<file path="src/core/sup_pkg.sv">
// Constants for the sector unprotect and global protect logic.
// Summary of operation
// - Unprotect is opcode then three address bytes
// - Unprotect runs only with write latch set
// - Bytes after the address are discarded
// - Frame end clears sector flag and latch
// - Short or misaligned frame aborts, clears latch
// - Lock bit set aborts unprotect, clears latch
// - One protection flag per sector, one blocks
// - Status bits 5..2 all ones protect all
// - Status bits 5..2 all zeros unprotect all
// - Status write loads lock bit from bit 7
// - Global protect with suspension aborts, clears latch
// - Whole write-enable opcode sets latch at frame end
`default_nettype none
package sup_pkg;
	localparam int          SUP_NSECT        = 32;
	localparam int          SUP_SECT_W       = 5;
	localparam int          SUP_SECT_LSB     = 16;
	localparam int          SUP_ADDR_W       = 24;
	localparam logic [7:0]  SUP_OPC_WREN     = 8'h06;
	localparam logic [7:0]  SUP_OPC_WRDI     = 8'h04;
	localparam logic [7:0]  SUP_OPC_UNPROT   = 8'h39;
	localparam logic [7:0]  SUP_OPC_WRSR1    = 8'h01;
	localparam logic [1:0]  SUP_UNPROT_NARG  = 2'h3;
	localparam logic [1:0]  SUP_WRSR_NARG    = 2'h1;
	localparam int          SUP_LOCK_POS     = 7;
	localparam int          SUP_GLOB_HI      = 5;
	localparam int          SUP_GLOB_LO      = 2;
	localparam logic [3:0]  SUP_GLOB_ONES    = 4'hF;
	localparam logic [3:0]  SUP_GLOB_ZEROS   = 4'h0;
	localparam logic [31:0] SUP_PROT_RESET   = 32'hFFFFFFFF;
	localparam logic        SUP_LOCK_RESET   = 1'b0;
	localparam logic        SUP_WEL_RESET    = 1'b0;
	localparam logic [2:0]  SUP_BITCNT_RESET = 3'h0;

	typedef enum logic [2:0]
	{
		SUP_ST_OPCODE  = 3'b001,
		SUP_ST_ARGS    = 3'b010,
		SUP_ST_DISCARD = 3'b100
	} sup_state_t;
endpackage : sup_pkg
`default_nettype wire

</file>
<file path="src/core/sup_spi_shifter.sv">
// Serial byte assembler: samples SI on rising SCK while chip select is low.
`default_nettype none
module sup_spi_shifter
	import sup_pkg::*;
(
	input  wire logic       clk,
	input  wire logic       rst,
	input  wire logic       cs_n,
	input  wire logic       sck,
	input  wire logic       si,
	output logic            byte_vld,
	output logic [7:0]      byte_data,
	output logic            frame_end,
	output logic            aligned
);
	logic       sck_r;
	logic       cs_n_r;
	logic [2:0] bit_cnt_r;
	logic [6:0] shift_r;
	logic       sck_rise;

	assign sck_rise  = sck && !sck_r && !cs_n;
	assign frame_end = cs_n && !cs_n_r;
	// Byte boundary test on the count held at the chip select edge
	assign aligned   = (bit_cnt_r == SUP_BITCNT_RESET);

	always_ff @(posedge clk)
	begin
		if (rst)
		begin
			sck_r  <= 1'b0;
			cs_n_r <= 1'b1;
		end
		else
		begin
			sck_r  <= sck;
			cs_n_r <= cs_n;
		end
	end

	always_ff @(posedge clk)
	begin
		if (rst)
		begin
			bit_cnt_r <= SUP_BITCNT_RESET;
			shift_r   <= 7'h00;
			byte_vld  <= 1'b0;
			byte_data <= 8'h00;
		end
		else
		begin
			byte_vld <= 1'b0;
			// Counter is kept through the rising edge so frame_end sees it
			if (cs_n && cs_n_r)
				bit_cnt_r <= SUP_BITCNT_RESET;
			else if (sck_rise)
			begin
				bit_cnt_r <= bit_cnt_r + 3'h1;
				shift_r   <= {shift_r[5:0], si};
				if (bit_cnt_r == 3'h7)
				begin
					byte_vld  <= 1'b1;
					byte_data <= {shift_r, si};
				end
			end
		end
	end
endmodule : sup_spi_shifter
`default_nettype wire

</file>
<file path="src/core/sup_sector_flags.sv">
// Per-sector protection flags with single and global update ports.
`default_nettype none
module sup_sector_flags
	import sup_pkg::*;
(
	input  wire logic                  clk,
	input  wire logic                  rst,
	input  wire logic                  clr_one,
	input  wire logic [SUP_SECT_W-1:0] sel,
	input  wire logic                  set_all,
	input  wire logic                  clr_all,
	output logic      [SUP_NSECT-1:0]  flags
);
	genvar g;
	generate
		for (g = 0; g < SUP_NSECT; g++)
		begin : g_sect
			// Power-up leaves every sector protected
			always_ff @(posedge clk)
			begin
				if (rst)
					flags[g] <= SUP_PROT_RESET[g];
				else if (set_all)
					flags[g] <= 1'b1;
				else if (clr_all || (clr_one && (sel == SUP_SECT_W'(g))))
					flags[g] <= 1'b0;
			end
		end
	endgenerate
endmodule : sup_sector_flags
`default_nettype wire

</file>
<file path="src/core/sup_top.sv">
// Command decode for write enable, sector unprotect and global protect.
`default_nettype none
module sup_top
	import sup_pkg::*;
(
	input  wire logic                 CORE_CLK,
	input  wire logic                 RESET,
	input  wire logic                 CS_N,
	input  wire logic                 SCK,
	input  wire logic                 SI,
	input  wire logic                 WP_N,
	input  wire logic                 SUSPENDED,
	output logic     [SUP_NSECT-1:0]  SECTOR_PROTECT,
	output logic                      WRITE_ENABLE_LATCH,
	output logic                      PROTECTION_LOCK_BIT,
	output logic                      CMD_ABORT
);
	logic                  byte_vld;
	logic [7:0]            byte_data;
	logic                  frame_end;
	logic                  aligned;
	sup_state_t            state_r;
	logic [7:0]            opc_r;
	logic [1:0]            narg_r;
	logic [1:0]            need;
	logic [SUP_ADDR_W-1:0] addr_r;
	logic [7:0]            stat_r;
	logic                  wel_r;
	logic                  lock_r;
	logic                  abort_r;
	logic                  has_opc;
	logic                  unp_cmd;
	logic                  unp_go;
	logic                  wrsr_cmd;
	logic                  wrsr_ok;
	logic                  hard_lock;
	logic                  glob_ones;
	logic                  glob_zeros;
	logic                  susp_abort;
	logic                  set_all;
	logic                  clr_all;
	logic                  wren_ok;
	logic                  wrdi_ok;

	sup_spi_shifter u_shift
	(
		.clk       (CORE_CLK),
		.rst       (RESET),
		.cs_n      (CS_N),
		.sck       (SCK),
		.si        (SI),
		.byte_vld  (byte_vld),
		.byte_data (byte_data),
		.frame_end (frame_end),
		.aligned   (aligned)
	);

	always_comb
	begin
		case (byte_data)
			SUP_OPC_UNPROT: need = SUP_UNPROT_NARG;
			SUP_OPC_WRSR1:  need = SUP_WRSR_NARG;
			default:        need = 2'h0;
		endcase
	end

	always_ff @(posedge CORE_CLK)
	begin
		if (RESET)
			state_r <= SUP_ST_OPCODE;
		else if (frame_end)
			state_r <= SUP_ST_OPCODE;
		else if (byte_vld)
		begin
			case (state_r)
				SUP_ST_OPCODE:
					state_r <= (need != 2'h0) ? SUP_ST_ARGS : SUP_ST_DISCARD;
				SUP_ST_ARGS:
					if (narg_r + 2'h1 == ((opc_r == SUP_OPC_UNPROT) ? SUP_UNPROT_NARG : SUP_WRSR_NARG))
						state_r <= SUP_ST_DISCARD;
				SUP_ST_DISCARD:
					state_r <= SUP_ST_DISCARD;
				default:
					state_r <= SUP_ST_OPCODE;
			endcase
		end
	end

	always_ff @(posedge CORE_CLK)
	begin
		if (RESET)
		begin
			opc_r  <= 8'h00;
			narg_r <= 2'h0;
			addr_r <= 24'h000000;
			stat_r <= 8'h00;
		end
		else if (frame_end)
			narg_r <= 2'h0;
		else if (byte_vld && state_r == SUP_ST_OPCODE)
			opc_r <= byte_data;
		else if (byte_vld && state_r == SUP_ST_ARGS)
		begin
			// Address arrives most significant byte first
			narg_r <= narg_r + 2'h1;
			addr_r <= {addr_r[15:0], byte_data};
			if (narg_r == 2'h0)
				stat_r <= byte_data;
		end
	end

	assign has_opc    = (state_r != SUP_ST_OPCODE);
	assign hard_lock  = lock_r && !WP_N;
	assign glob_ones  = (stat_r[SUP_GLOB_HI:SUP_GLOB_LO] == SUP_GLOB_ONES);
	assign glob_zeros = (stat_r[SUP_GLOB_HI:SUP_GLOB_LO] == SUP_GLOB_ZEROS);
	assign wren_ok    = frame_end && has_opc && aligned && opc_r == SUP_OPC_WREN;
	assign wrdi_ok    = frame_end && has_opc && aligned && opc_r == SUP_OPC_WRDI;
	assign unp_cmd    = frame_end && has_opc && opc_r == SUP_OPC_UNPROT;
	// Lock, missing latch, short or misaligned frames all fall out here
	assign unp_go     = unp_cmd && aligned && narg_r == SUP_UNPROT_NARG && wel_r && !lock_r;
	assign wrsr_cmd   = frame_end && has_opc && opc_r == SUP_OPC_WRSR1;
	assign wrsr_ok    = wrsr_cmd && aligned && narg_r == SUP_WRSR_NARG && wel_r && !hard_lock;
	assign susp_abort = wrsr_ok && glob_ones && SUSPENDED;
	assign set_all    = wrsr_ok && glob_ones && !SUSPENDED;
	assign clr_all    = wrsr_ok && glob_zeros;

	sup_sector_flags u_flags
	(
		.clk     (CORE_CLK),
		.rst     (RESET),
		.clr_one (unp_go),
		.sel     (addr_r[SUP_SECT_LSB +: SUP_SECT_W]),
		.set_all (set_all),
		.clr_all (clr_all),
		.flags   (SECTOR_PROTECT)
	);

	always_ff @(posedge CORE_CLK)
	begin
		if (RESET)
			wel_r <= SUP_WEL_RESET;
		else if (wren_ok)
			wel_r <= 1'b1;
		else if (wrdi_ok || unp_cmd || (wrsr_cmd && wel_r))
			wel_r <= 1'b0;
	end

	// An aborted global protect leaves the lock bit untouched as well
	always_ff @(posedge CORE_CLK)
	begin
		if (RESET)
			lock_r <= SUP_LOCK_RESET;
		else if (wrsr_ok && !susp_abort)
			lock_r <= stat_r[SUP_LOCK_POS];
	end

	always_ff @(posedge CORE_CLK)
	begin
		if (RESET)
			abort_r <= 1'b0;
		else
			abort_r <= (unp_cmd && wel_r && !unp_go) || susp_abort;
	end

	assign WRITE_ENABLE_LATCH  = wel_r;
	assign PROTECTION_LOCK_BIT = lock_r;
	assign CMD_ABORT           = abort_r;
endmodule : sup_top
`default_nettype wire

</file>
<file path="config.mk">
export PLATFORM = sky130hd
export DESIGN_NAME = sup_top
export DESIGN_NICKNAME = d
export VERILOG_FILES = /design/src/core/sup_pkg.sv /design/src/core/sup_spi_shifter.sv /design/src/core/sup_sector_flags.sv /design/src/core/sup_top.sv
export SDC_FILE = /design/constraint.sdc
export NUM_CORES = 1
export LEC_CHECK = 0
export BUFFER_PORTS_ARGS = -buffer_cell sky130_fd_sc_hd__buf_2
export CORE_UTILIZATION = 50
export DETAILED_ROUTE_END_ITERATION = 8
export GPL_TIMING_DRIVEN = 0
export HOLD_SLACK_MARGIN = 0.06
export MAX_ROUTING_LAYER = met4
export PLACE_DENSITY = 0.7
export SLEW_MARGIN = 20
export SYNTH_ARGS = -nofsm -noshare
export SYNTH_HDL_FRONTEND = slang
export SYNTH_SLANG_ARGS = --single-unit
</file>
<file path="constraint.sdc">
create_clock -name CORE_CLK -period 2.6 [get_ports CORE_CLK]
set_input_delay 0.52 -clock CORE_CLK [delete_from_list [all_inputs] [get_ports CORE_CLK]]
set_output_delay 0.52 -clock CORE_CLK [all_outputs]
set_load 0.02 [all_outputs]
</file>
==> impl_metrics.ini, run 1 <==
[timing]
setup_violations = 0
hold_viol = 0
fin_crit_sh_pct = 90.13
fin_skew_ns = 0.01109
tightest_slew_ns = 0.8947
max_clock_freq_mhz = 426.7
maxSlewHeadroom_pct = 39.86
finalMaxSlewViolations = 0
grt_setup_unrepaired = false
fin_crit_ns = 2.343
final.setup.tns_ns = 0

[drt]
vias = 3110
via_per_inst = 5.544
drt_iter0_markers = 255
drt_first_pass_iters = 4
final_antenna_net_count = 0
drt_wl_total_mm = 8.313
wl_per_cell_um = 14.82
drc_errors = 0

[logic_synthesis]
synth.most_common_cell = nand2_1
synth_common_cells = nand2_1 (92), dfxtp_1 (89), a21oi_1 (39)
synth-edff-count = 0
ys_ff_latch = 89
synth_area_per_cell_sq_um = 8.932
yosys-top-cells-area = dfxtp_1 (49%), nand2_1 (9.4%), a31o_2 (7.7%)
synth_top_area_share_pct = 48.65
syn_inst = 410
yosysTopAreaCell = dfxtp_1
yosysSeqAreaShare_pct = 48.65
synthesis.nets = 423
ys_types = 47
synth.cell_area_sq_mm = 0.003662
synth-main-ff-cell = dfxtp_1
async_reset_ff_share_pct = 0
ys_warn_count = 0

[placement]
placed_cells = 546
dpl.hpwl_mm = 5.848
routabilityCongestion = 0.8186
portBuffers = 40

[cts]
clk_pin_slew_ns = 0.09
htreeDepth = 3
cts_buffers = 9
clock_sinks = 89
postCtsSetupRepairBufs = 0
clk_latency_ns = 0.36
cts_buffer_depth = 2
cts_resized = 0
clockRootBuffer = clkbuf_8
cts_tree = built
ctsHoldBuffers = 0

[pwr]
p_sw_share_pct = 21.68
switchingPower_w = 0.0005419
intPower_w = 0.001958
ir_drop_uv = 301.0
power_frac_clock_pct = 42.2
power.density_mw_per_mm2 = 594.5
comb_power_share_pct = 3.0
p_leak_nw = 1.388
p_seq_share_pct = 54.8

[grt]
grt_max_degree = 15
gr-total-overflow = 0
grt_pass1_wl_mm = 13.86
antenna_found_initial = 0
track_usage_pct = 24.21
grt_pass1_vias = 2865

[floorplanning]
rows = 30
die_h_um = 87.59
die_w_um = 87.59
ios = 42
dieArea_sq_mm = 0.007671
core_sq_mm = 0.006944
initial_core_util_pct = 52.74

[critical_path]
cp.arrival_ns = 2.60
end_kind = flip-flop
path_class = reg2reg
path_max_fanout = 10
crit_required_ns = 2.86
startpoint_type = flip-flop

[finish]
n_fill_cell = 643
n_antenna_cell = 0
fin_cells = 561
area_growth_syn_to_layout_pct = 14.83
nNetsFinal = 474
drive_gt1_share_pct = 21.51

[run]
maxCapViolCount = 0

[run_status]
status = complete, no violations

[min_path]
hp-class = in2reg
[worst paths after layout]
path	start	slack (ns)	depth (start not counted)	end
setup reg to reg	WRITE_ENABLE_LATCH	0.26	5	u_flags.flags[16]
setup / recovery	WRITE_ENABLE_LATCH	0.26	5	u_flags.flags[16]
hold / removal	SCK	0.41	2	u_shift.sck_r
hold reg to reg	addr_r[12]	0.46	2	addr_r[20]
[cell type report]
type | instances | area (sq um) | area share (%)
buffer | 25 | 113.9 | 2.708
multi-input combinational | 289 | 1745 | 41.51
sequential | 89 | 1782 | 42.37
clock buffer | 11 | 141.4 | 3.362
tap | 96 | 120.1 | 2.856
clock inverter | 4 | 76.32 | 1.815
inverter | 7 | 26.28 | 0.6248
timing repair buffer | 40 | 200.2 | 4.760
[cell families after synthesis]
kind of cell,synth area share [%]
buffers and inverters,3.826
multiplexers,3.826
adder cells (fa/ha/maj),2.050
flip-flops,48.65
AO/OA/AOI/OAI,15.72
XOR/XNOR,0.4784
AND/OR/NAND/NOR,25.45
[metal layers]
layer	GRT usage, %	part of all wire, %	vias up
met5	-	0	-
met4	8.644	1.1	0
met3	4.618	4.0	11
met2	35.51	45	62
met1	33.25	50	1490
li1	-	-	1547
[placed cells by master, fill, tap and decap left out, types with 4 or more instances in the layout]
master,instances
a21oi_1,39
nand4_1,5
nand4b_1,4
a31o_2,32
nand3_1,13
inv_1,7
nor4_1,9
nand2b_1,5
mux2i_1,14
clkbuf_8,10
clkbuf_1,20
dfxtp_1,89
buf_2,41
nand2_1,92
ha_1,6
nor2_1,23
[power groups by stage]
stage          sequential [W]  combinational (W)  clock, W
3_5_place_dp          0.00140          0.0000732         0
2_1_floorplan         0.00140          0.0000487         0
6_report              0.00137          0.0000741   0.00106
3_3_place_gp          0.00140          0.0000719         0
5_1_grt               0.00137          0.0000818   0.00113
4_1_cts               0.00137          0.0000735   0.00107
[per-stage QoR]
step	hold slack [ns]	total power, W	utilization [%]	area (sq um)	setup WS (ns)
floorplan	0.4312	0.001452	-	3662	0.5600
CTS	0.3977	0.002511	60.49	4200	0.1039
detailed placement	0.4486	0.001475	57.35	3983	0.1211
global route	0.4194	0.002583	60.56	4205	0.07522
global placement	0.4408	0.001474	57.35	3983	0.1925
finish	0.4056	0.002500	60.56	4205	0.2566
[state kept, by name (all words and copies together) (netlist names), 3 cells and up]
name	cells
stat_r	5
opc_r	8
u_shift.bit_cnt_r	3
u_shift.byte_data	8
u_shift.shift_r	7
state_r	3
addr_r	15
u_flags.flags	32
[critical path: stages (launching register included)]
cell and delay (ns):
dfxtp_1 0.38, buf_2 0.22, or4b_2 0.59, nor4_1 0.68, nand2_1 0.11, a31o_2 0.27
Note: power is estimated with default switching activity, not from simulation.
==> inputs of run 2 (changes only) <==
- CORE_UTILIZATION: 50 -> 55
- PLACE_DENSITY: 0.7 -> 0.76
==> run 2 against run 1 <==
  * Critical path depth stayed put
  * Cell area is 0.74% lower
  * Utilization is 4.8 points higher
  * Critical path type unchanged
  * Largest power group unchanged
  * Highest routed layer unchanged
==> impl_metrics.ini, run 2 (synthesis results as in run 1) <==
[min_path]
hp-class = in2reg
min_from = SCK

[cts]
cts_resized = 0
clk_pin_slew_ns = 0.09
ctsHoldBuffers = 0
clockRootBuffer = clkbuf_8
cts_buffers = 9
postCtsSetupRepairBufs = 0
cts_tree = built
htreeDepth = 3
clock_sinks = 89
cts_buffer_depth = 2
clk_latency_ns = 0.35

[finish]
fin_util_pct = 65.36
area_growth_syn_to_layout_pct = 13.97
final_common_cell = nand2_1
n_antenna_cell = 0
fin_area_sq_mm = 0.004174
largest_reg_flops = 32
reg.largest.list = u_flags.flags (32), addr_r (15)
drive_gt1_share_pct = 21.46
nNetsFinal = 474
layout_common_cells = nand2_1 (92), dfxtp_1 (89), buf_2 (41)
regMostFlops = u_flags.flags

[timing]
setup_violations = 0
final.setup.tns_ns = 0
grt_setup_unrepaired = false
fin_ws_ns = 0.1891
finalMaxSlewViolations = 0
fin_crit_sh_pct = 92.73
fin_crit_ns = 2.411
holdWs_ns = 0.4001
maxSlewHeadroom_pct = 29.24
hold_viol = 0
max_clock_freq_mhz = 414.8
fin_skew_ns = 0.006620
tightest_slew_ns = 1.053

[drt]
drt_first_pass_iters = 4
wl_per_cell_um = 14.63
final_antenna_net_count = 0
drt_iter0_markers = 183
vias = 3136
drt_wl_total_mm = 7.945
drc_errors = 0
via_per_inst = 5.775

[floorplanning]
initial_core_util_pct = 57.35
core_sq_mm = 0.006386
die_w_um = 83.60
dieArea_sq_mm = 0.006989
rows = 29
die_h_um = 83.60
ios = 42

[grt]
track_usage_pct = 24.73
antenna_found_initial = 0
grt_pass1_vias = 2853
grt_max_degree = 15
gr-total-overflow = 0
grt_pass1_wl_mm = 13.56

[placement]
routabilityCongestion = 0.8197
dpl.hpwl_mm = 5.634
pre_cts_slack_ns = 0.2363
placed_area_sq_mm = 0.003959
portBuffers = 40

[pwr]
p_leak_nw = 1.388
power.density_mw_per_mm2 = 586.1
ir_drop_uv = 342.3

[critical_path]
startpoint_type = flip-flop
crit_start = opc_r[6]
cp.arrival_ns = 2.66
crit_required_ns = 2.85
path_max_fanout = 10
path_class = reg2reg
end_kind = flip-flop
r2r_start = opc_r[6]

[run]
maxCapViolCount = 0

[run_status]
status = complete, no violations
## run 2: final timing paths
kind,to,slack [ns],depth (start not counted)
worst min-delay path,u_shift.sck_r,0.40,2
worst max register to register,u_flags.flags[21],0.19,5
worst max-delay path,u_flags.flags[21],0.19,5
worst min register to register,addr_r[4],0.46,2
## run 2: through the flow
step	power (W)	std cells
global route	0.002520	543
global placement	0.001474	527
CTS	0.002462	543
detailed placement	0.001475	527
floorplan	0.001452	410
finish	0.002446	543
## run 2: routing by layer
metal,up-vias,part of all wire (%),track usage (%)
li1,1553,-,-
met1,1497,48,34.05
met2,74,46,37.18
met3,12,4.8,4.550
met4,0,1.5,7.396
met5,-,0,-
## run 2: final cells by class
| cell class | count | area [sq um] |
|---|---|---|
| inverters | 7 | 26.28 |
| clock buffers | 13 | 168.9 |
| plain buffers | 25 | 113.9 |
| clock inverters | 3 | 46.29 |
| fillers | 528 | 2212 |
| flip-flops and latches | 89 | 1782 |
| multi-input cells | 289 | 1740 |
| well taps | 77 | 96.34 |
| repair buffers | 40 | 200.2 |
## run 2: worst max-delay path, cell delays in order (launching register included)
cell and delay [ns]:
dfxtp_1 0.33, or4b_1 0.55, buf_6 0.17, nor3_1 0.85, nand2_1 0.12, a31o_2 0.28
## run 2: power breakdown
group / switching, W / internal [W] / leakage, nW
registers: 0.00000344 / 0.00137 / 0.719
logic: 0.0000482 / 0.0000248 / 0.563
clock network: 0.000476 / 0.000527 / 0.106
total: 0.000528 / 0.00192 / 1.39
==> inputs of run 3 (changes only) <==
- SYNTH_HIERARCHICAL: default -> 1
==> run 3 against run 2 <==
  * Cell area up 1.9%
  * Die area up 2.3%
  * Largest cell class is now multi-input combinational cells
  * Worst hold slack better by 0.020 ns
  * Clock skew up 0.0016 ns
  * Critical path type unchanged
  * Combinational power down 11%
  * Area after synthesis up 2.4%
  * The flow now finishes with violations (DRC)
  * Via count down 4.7%
==> impl_metrics.ini, run 3 <==
[drt]
drc_errors = 10
via_per_inst = 5.597
drt_first_pass_iters = 7
vias = 2989
final_antenna_net_count = 0
drt_iter0_markers = 156
drt_wl_total_mm = 7.748
wl_per_cell_um = 14.51

[cts]
clk_pin_slew_ns = 0.09
cts_buffers = 9
htreeDepth = 3
clockRootBuffer = clkbuf_8
cts_buffer_depth = 2
clk_latency_ns = 0.35
clock_sinks = 89
cts_tree = built

[run_status]
status = finished, violations left
violations = DRC

[placement]
placed_area_sq_mm = 0.004050
portBuffers = 41
routabilityCongestion = 0.7552
dpl.hpwl_mm = 5.520

[logic_synthesis]
ys_warn_count = 6
yosys-top-cells-area = dfxtp_1 (48%), nand2_1 (6.6%), nand2b_1 (6.5%)
yosysSeqAreaShare_pct = 47.53
synth.cell_area_sq_mm = 0.003749
synth_simple_gate_area_share_pct = 29.11
synth_common_cells = dfxtp_1 (89), nand2_1 (66), nand2b_1 (39)
synth_compound_area_share_pct = 13.75
async_reset_ff_share_pct = 0
synth-adder-area-share_pct = 2.003
ys_ff_latch = 89
synth.most_common_cell = dfxtp_1
ys_types = 55
synth-edff-count = 0
synth_area_per_cell_sq_um = 9.371
synth_top_family_by_area = simple AND/OR/NAND/NOR gates
synthesis.nets = 413
yosys-mux-area-fraction_pct = 4.005
yosysTopAreaCell = dfxtp_1
synth_top_area_share_pct = 47.53
synth-main-ff-cell = dfxtp_1
syn_inst = 400
synth_xor_xnor_area_share_pct = 0.4673

[pwr]
intPower_w = 0.001760
p_sw_share_pct = 23.34
switchingPower_w = 0.0005358
power.density_mw_per_mm2 = 539.9
power_frac_clock_pct = 37.6
ir_drop_uv = 396.4
p_seq_share_pct = 59.6
fin_total_pwr_w = 0.002295
comb_power_share_pct = 2.8
p_leak_nw = 1.623

[floorplanning]
die_w_um = 84.56
initial_core_util_pct = 58.04
rows = 29
die_h_um = 84.56
ios = 42
core_sq_mm = 0.006459
dieArea_sq_mm = 0.007150

[critical_path]
end_kind = flip-flop
crit_required_ns = 2.87
crit_path_cell_trace = inv_1 -> ha_1 -> nor2b_1 -> nand3b_1 -> or3_4 -> nor3_4 -> nor2_2 -> buf_2 -> a22oi_1
critPathMaxStageDelay_ns = 0.43
cp_num_buf_inv = 2
critPathTopFamily = simple AND/OR/NAND/NOR gates
path_class = reg2reg
slowest_stage = or3_4
cp.arrival_ns = 2.74
startpoint_type = flip-flop
path_max_fanout = 10

[timing]
holdWs_ns = 0.4197
maxSlewHeadroom_pct = 60.27
fin_skew_ns = 0.008214
setup_violations = 0
max_clock_freq_mhz = 404.1
finalMaxSlewViolations = 0
grt_setup_unrepaired = false
tightest_slew_ns = 0.5935
fin_crit_sh_pct = 95.18
hold_viol = 0
fin_crit_ns = 2.475

[finish]
regMostFlops = u_flags/flags
largest_reg_flops = 32
layout_common_cells = dfxtp_1 (89), nand2_1 (66), buf_2 (51)
n_antenna_cell = 0
area_growth_syn_to_layout_pct = 13.42
nNetsFinal = 465
n_fill_cell = 560
final_common_cell = dfxtp_1
fin_area_sq_mm = 0.004252
drive_gt1_share_pct = 19.91
reg.largest.list = u_flags/flags (32), addr_r (15)

[run]
maxCapViolCount = 0

[min_path]
hp-class = in2reg

[grt]
antenna_found_initial = 0
gr-total-overflow = 0
grt_max_degree = 16
grt_pass1_vias = 2824
grt_pass1_wl_mm = 13.13
track_usage_pct = 23.62
==> run 3: changes by cell type after synthesis, moves of 4 or more <==
cell	delta
nand2_1	-26
nand3_1	-9
a31o_2	-32
buf_2	+9
nand4b_1	-4
clkbuf_1	-10
a22oi_1	+32
a21oi_1	-4
nand2b_1	+34
nor4_1	-8
==> run 3: stage by stage <==
step	utilization (%)	instances	setup TNS (ns)	setup slack, ns
floorplan	-	400	0	0.07344
global placement	62.71	518	-14.04	-0.4677
detailed placement	62.71	518	-15.48	-0.5186
CTS	65.79	534	0	0.1343
global route	65.83	534	0	0.01286
finish	65.83	534	0	0.1253
==> run 3: cell type report <==
class | count | area (sq um) | area share, %
plain buffers | 20 | 91.34 | 2.148
clock buffers | 10 | 137.6 | 3.237
clock inverters | 6 | 43.79 | 1.030
inverters | 7 | 26.28 | 0.6180
multi-input cells | 284 | 1869 | 43.97
flip-flops and latches | 89 | 1782 | 41.91
well taps | 77 | 96.34 | 2.266
repair buffers | 41 | 205.2 | 4.826
==> run 3: repair_timing <==
item	CTS	global route
gates resized for setup	3	1
setup buffers	0	0
endpoints found under the setup margin	32	1
hold buffers	0	0
gates cloned	0	0
==> run 3: path summary, 6_finish.rpt <==
check,start,to,slack (ns),depth (start not counted)
hold / removal,SI,u_shift/shift_r[0],0.42,3
setup reg to reg,u_shift/bit_cnt_r[0],u_flags/flags[13],0.13,9
setup / recovery,u_shift/bit_cnt_r[0],u_flags/flags[13],0.13,9
hold reg to reg,addr_r[10],addr_r[18],0.45,2
==> run 3: worst min-delay path, delay by kind of cell <==
| family | cells | cell delay, ns |
|---|---|---|
| AO/OA/AOI/OAI | 1 | 0.05 |
| AND/OR/NAND/NOR | 1 | 0.05 |
| buffers and inverters | 1 | 0.11 |
==> run 3: cells by family after synthesis <==
| kind of cell | after synthesis |
|---|---|
| AO/OA/AOI/OAI | 80 |
| flip-flops | 89 |
| AND/OR/NAND/NOR | 181 |
| adder cells (fa/ha/maj) | 6 |
| buffers and inverters | 27 |
| XOR/XNOR | 2 |
| multiplexers | 15 |
==> run 3: power by group through the flow <==
stage | clock network [W] | registers, W | logic, W
after floorplan | 0 | 0.00140 | 0.0000409
after global placement | 0 | 0.00140 | 0.0000628
after detailed placement | 0 | 0.00140 | 0.0000645
after CTS | 0.000874 | 0.00137 | 0.0000650
after global routing | 0.000938 | 0.00137 | 0.0000717
final | 0.000862 | 0.00137 | 0.0000653
==> run 3: per-layer routing <==
metal | share of wire, % | up-vias | global-route usage (%) | wire (um)
li1 | - | 1508 | - | -
met1 | 49 | 1397 | 32.34 | 3777
met2 | 45 | 73 | 34.96 | 3469
met3 | 5.3 | 11 | 3.343 | 409
met4 | 1.2 | 0 | 10.17 | 92
met5 | 0 | - | - | 0
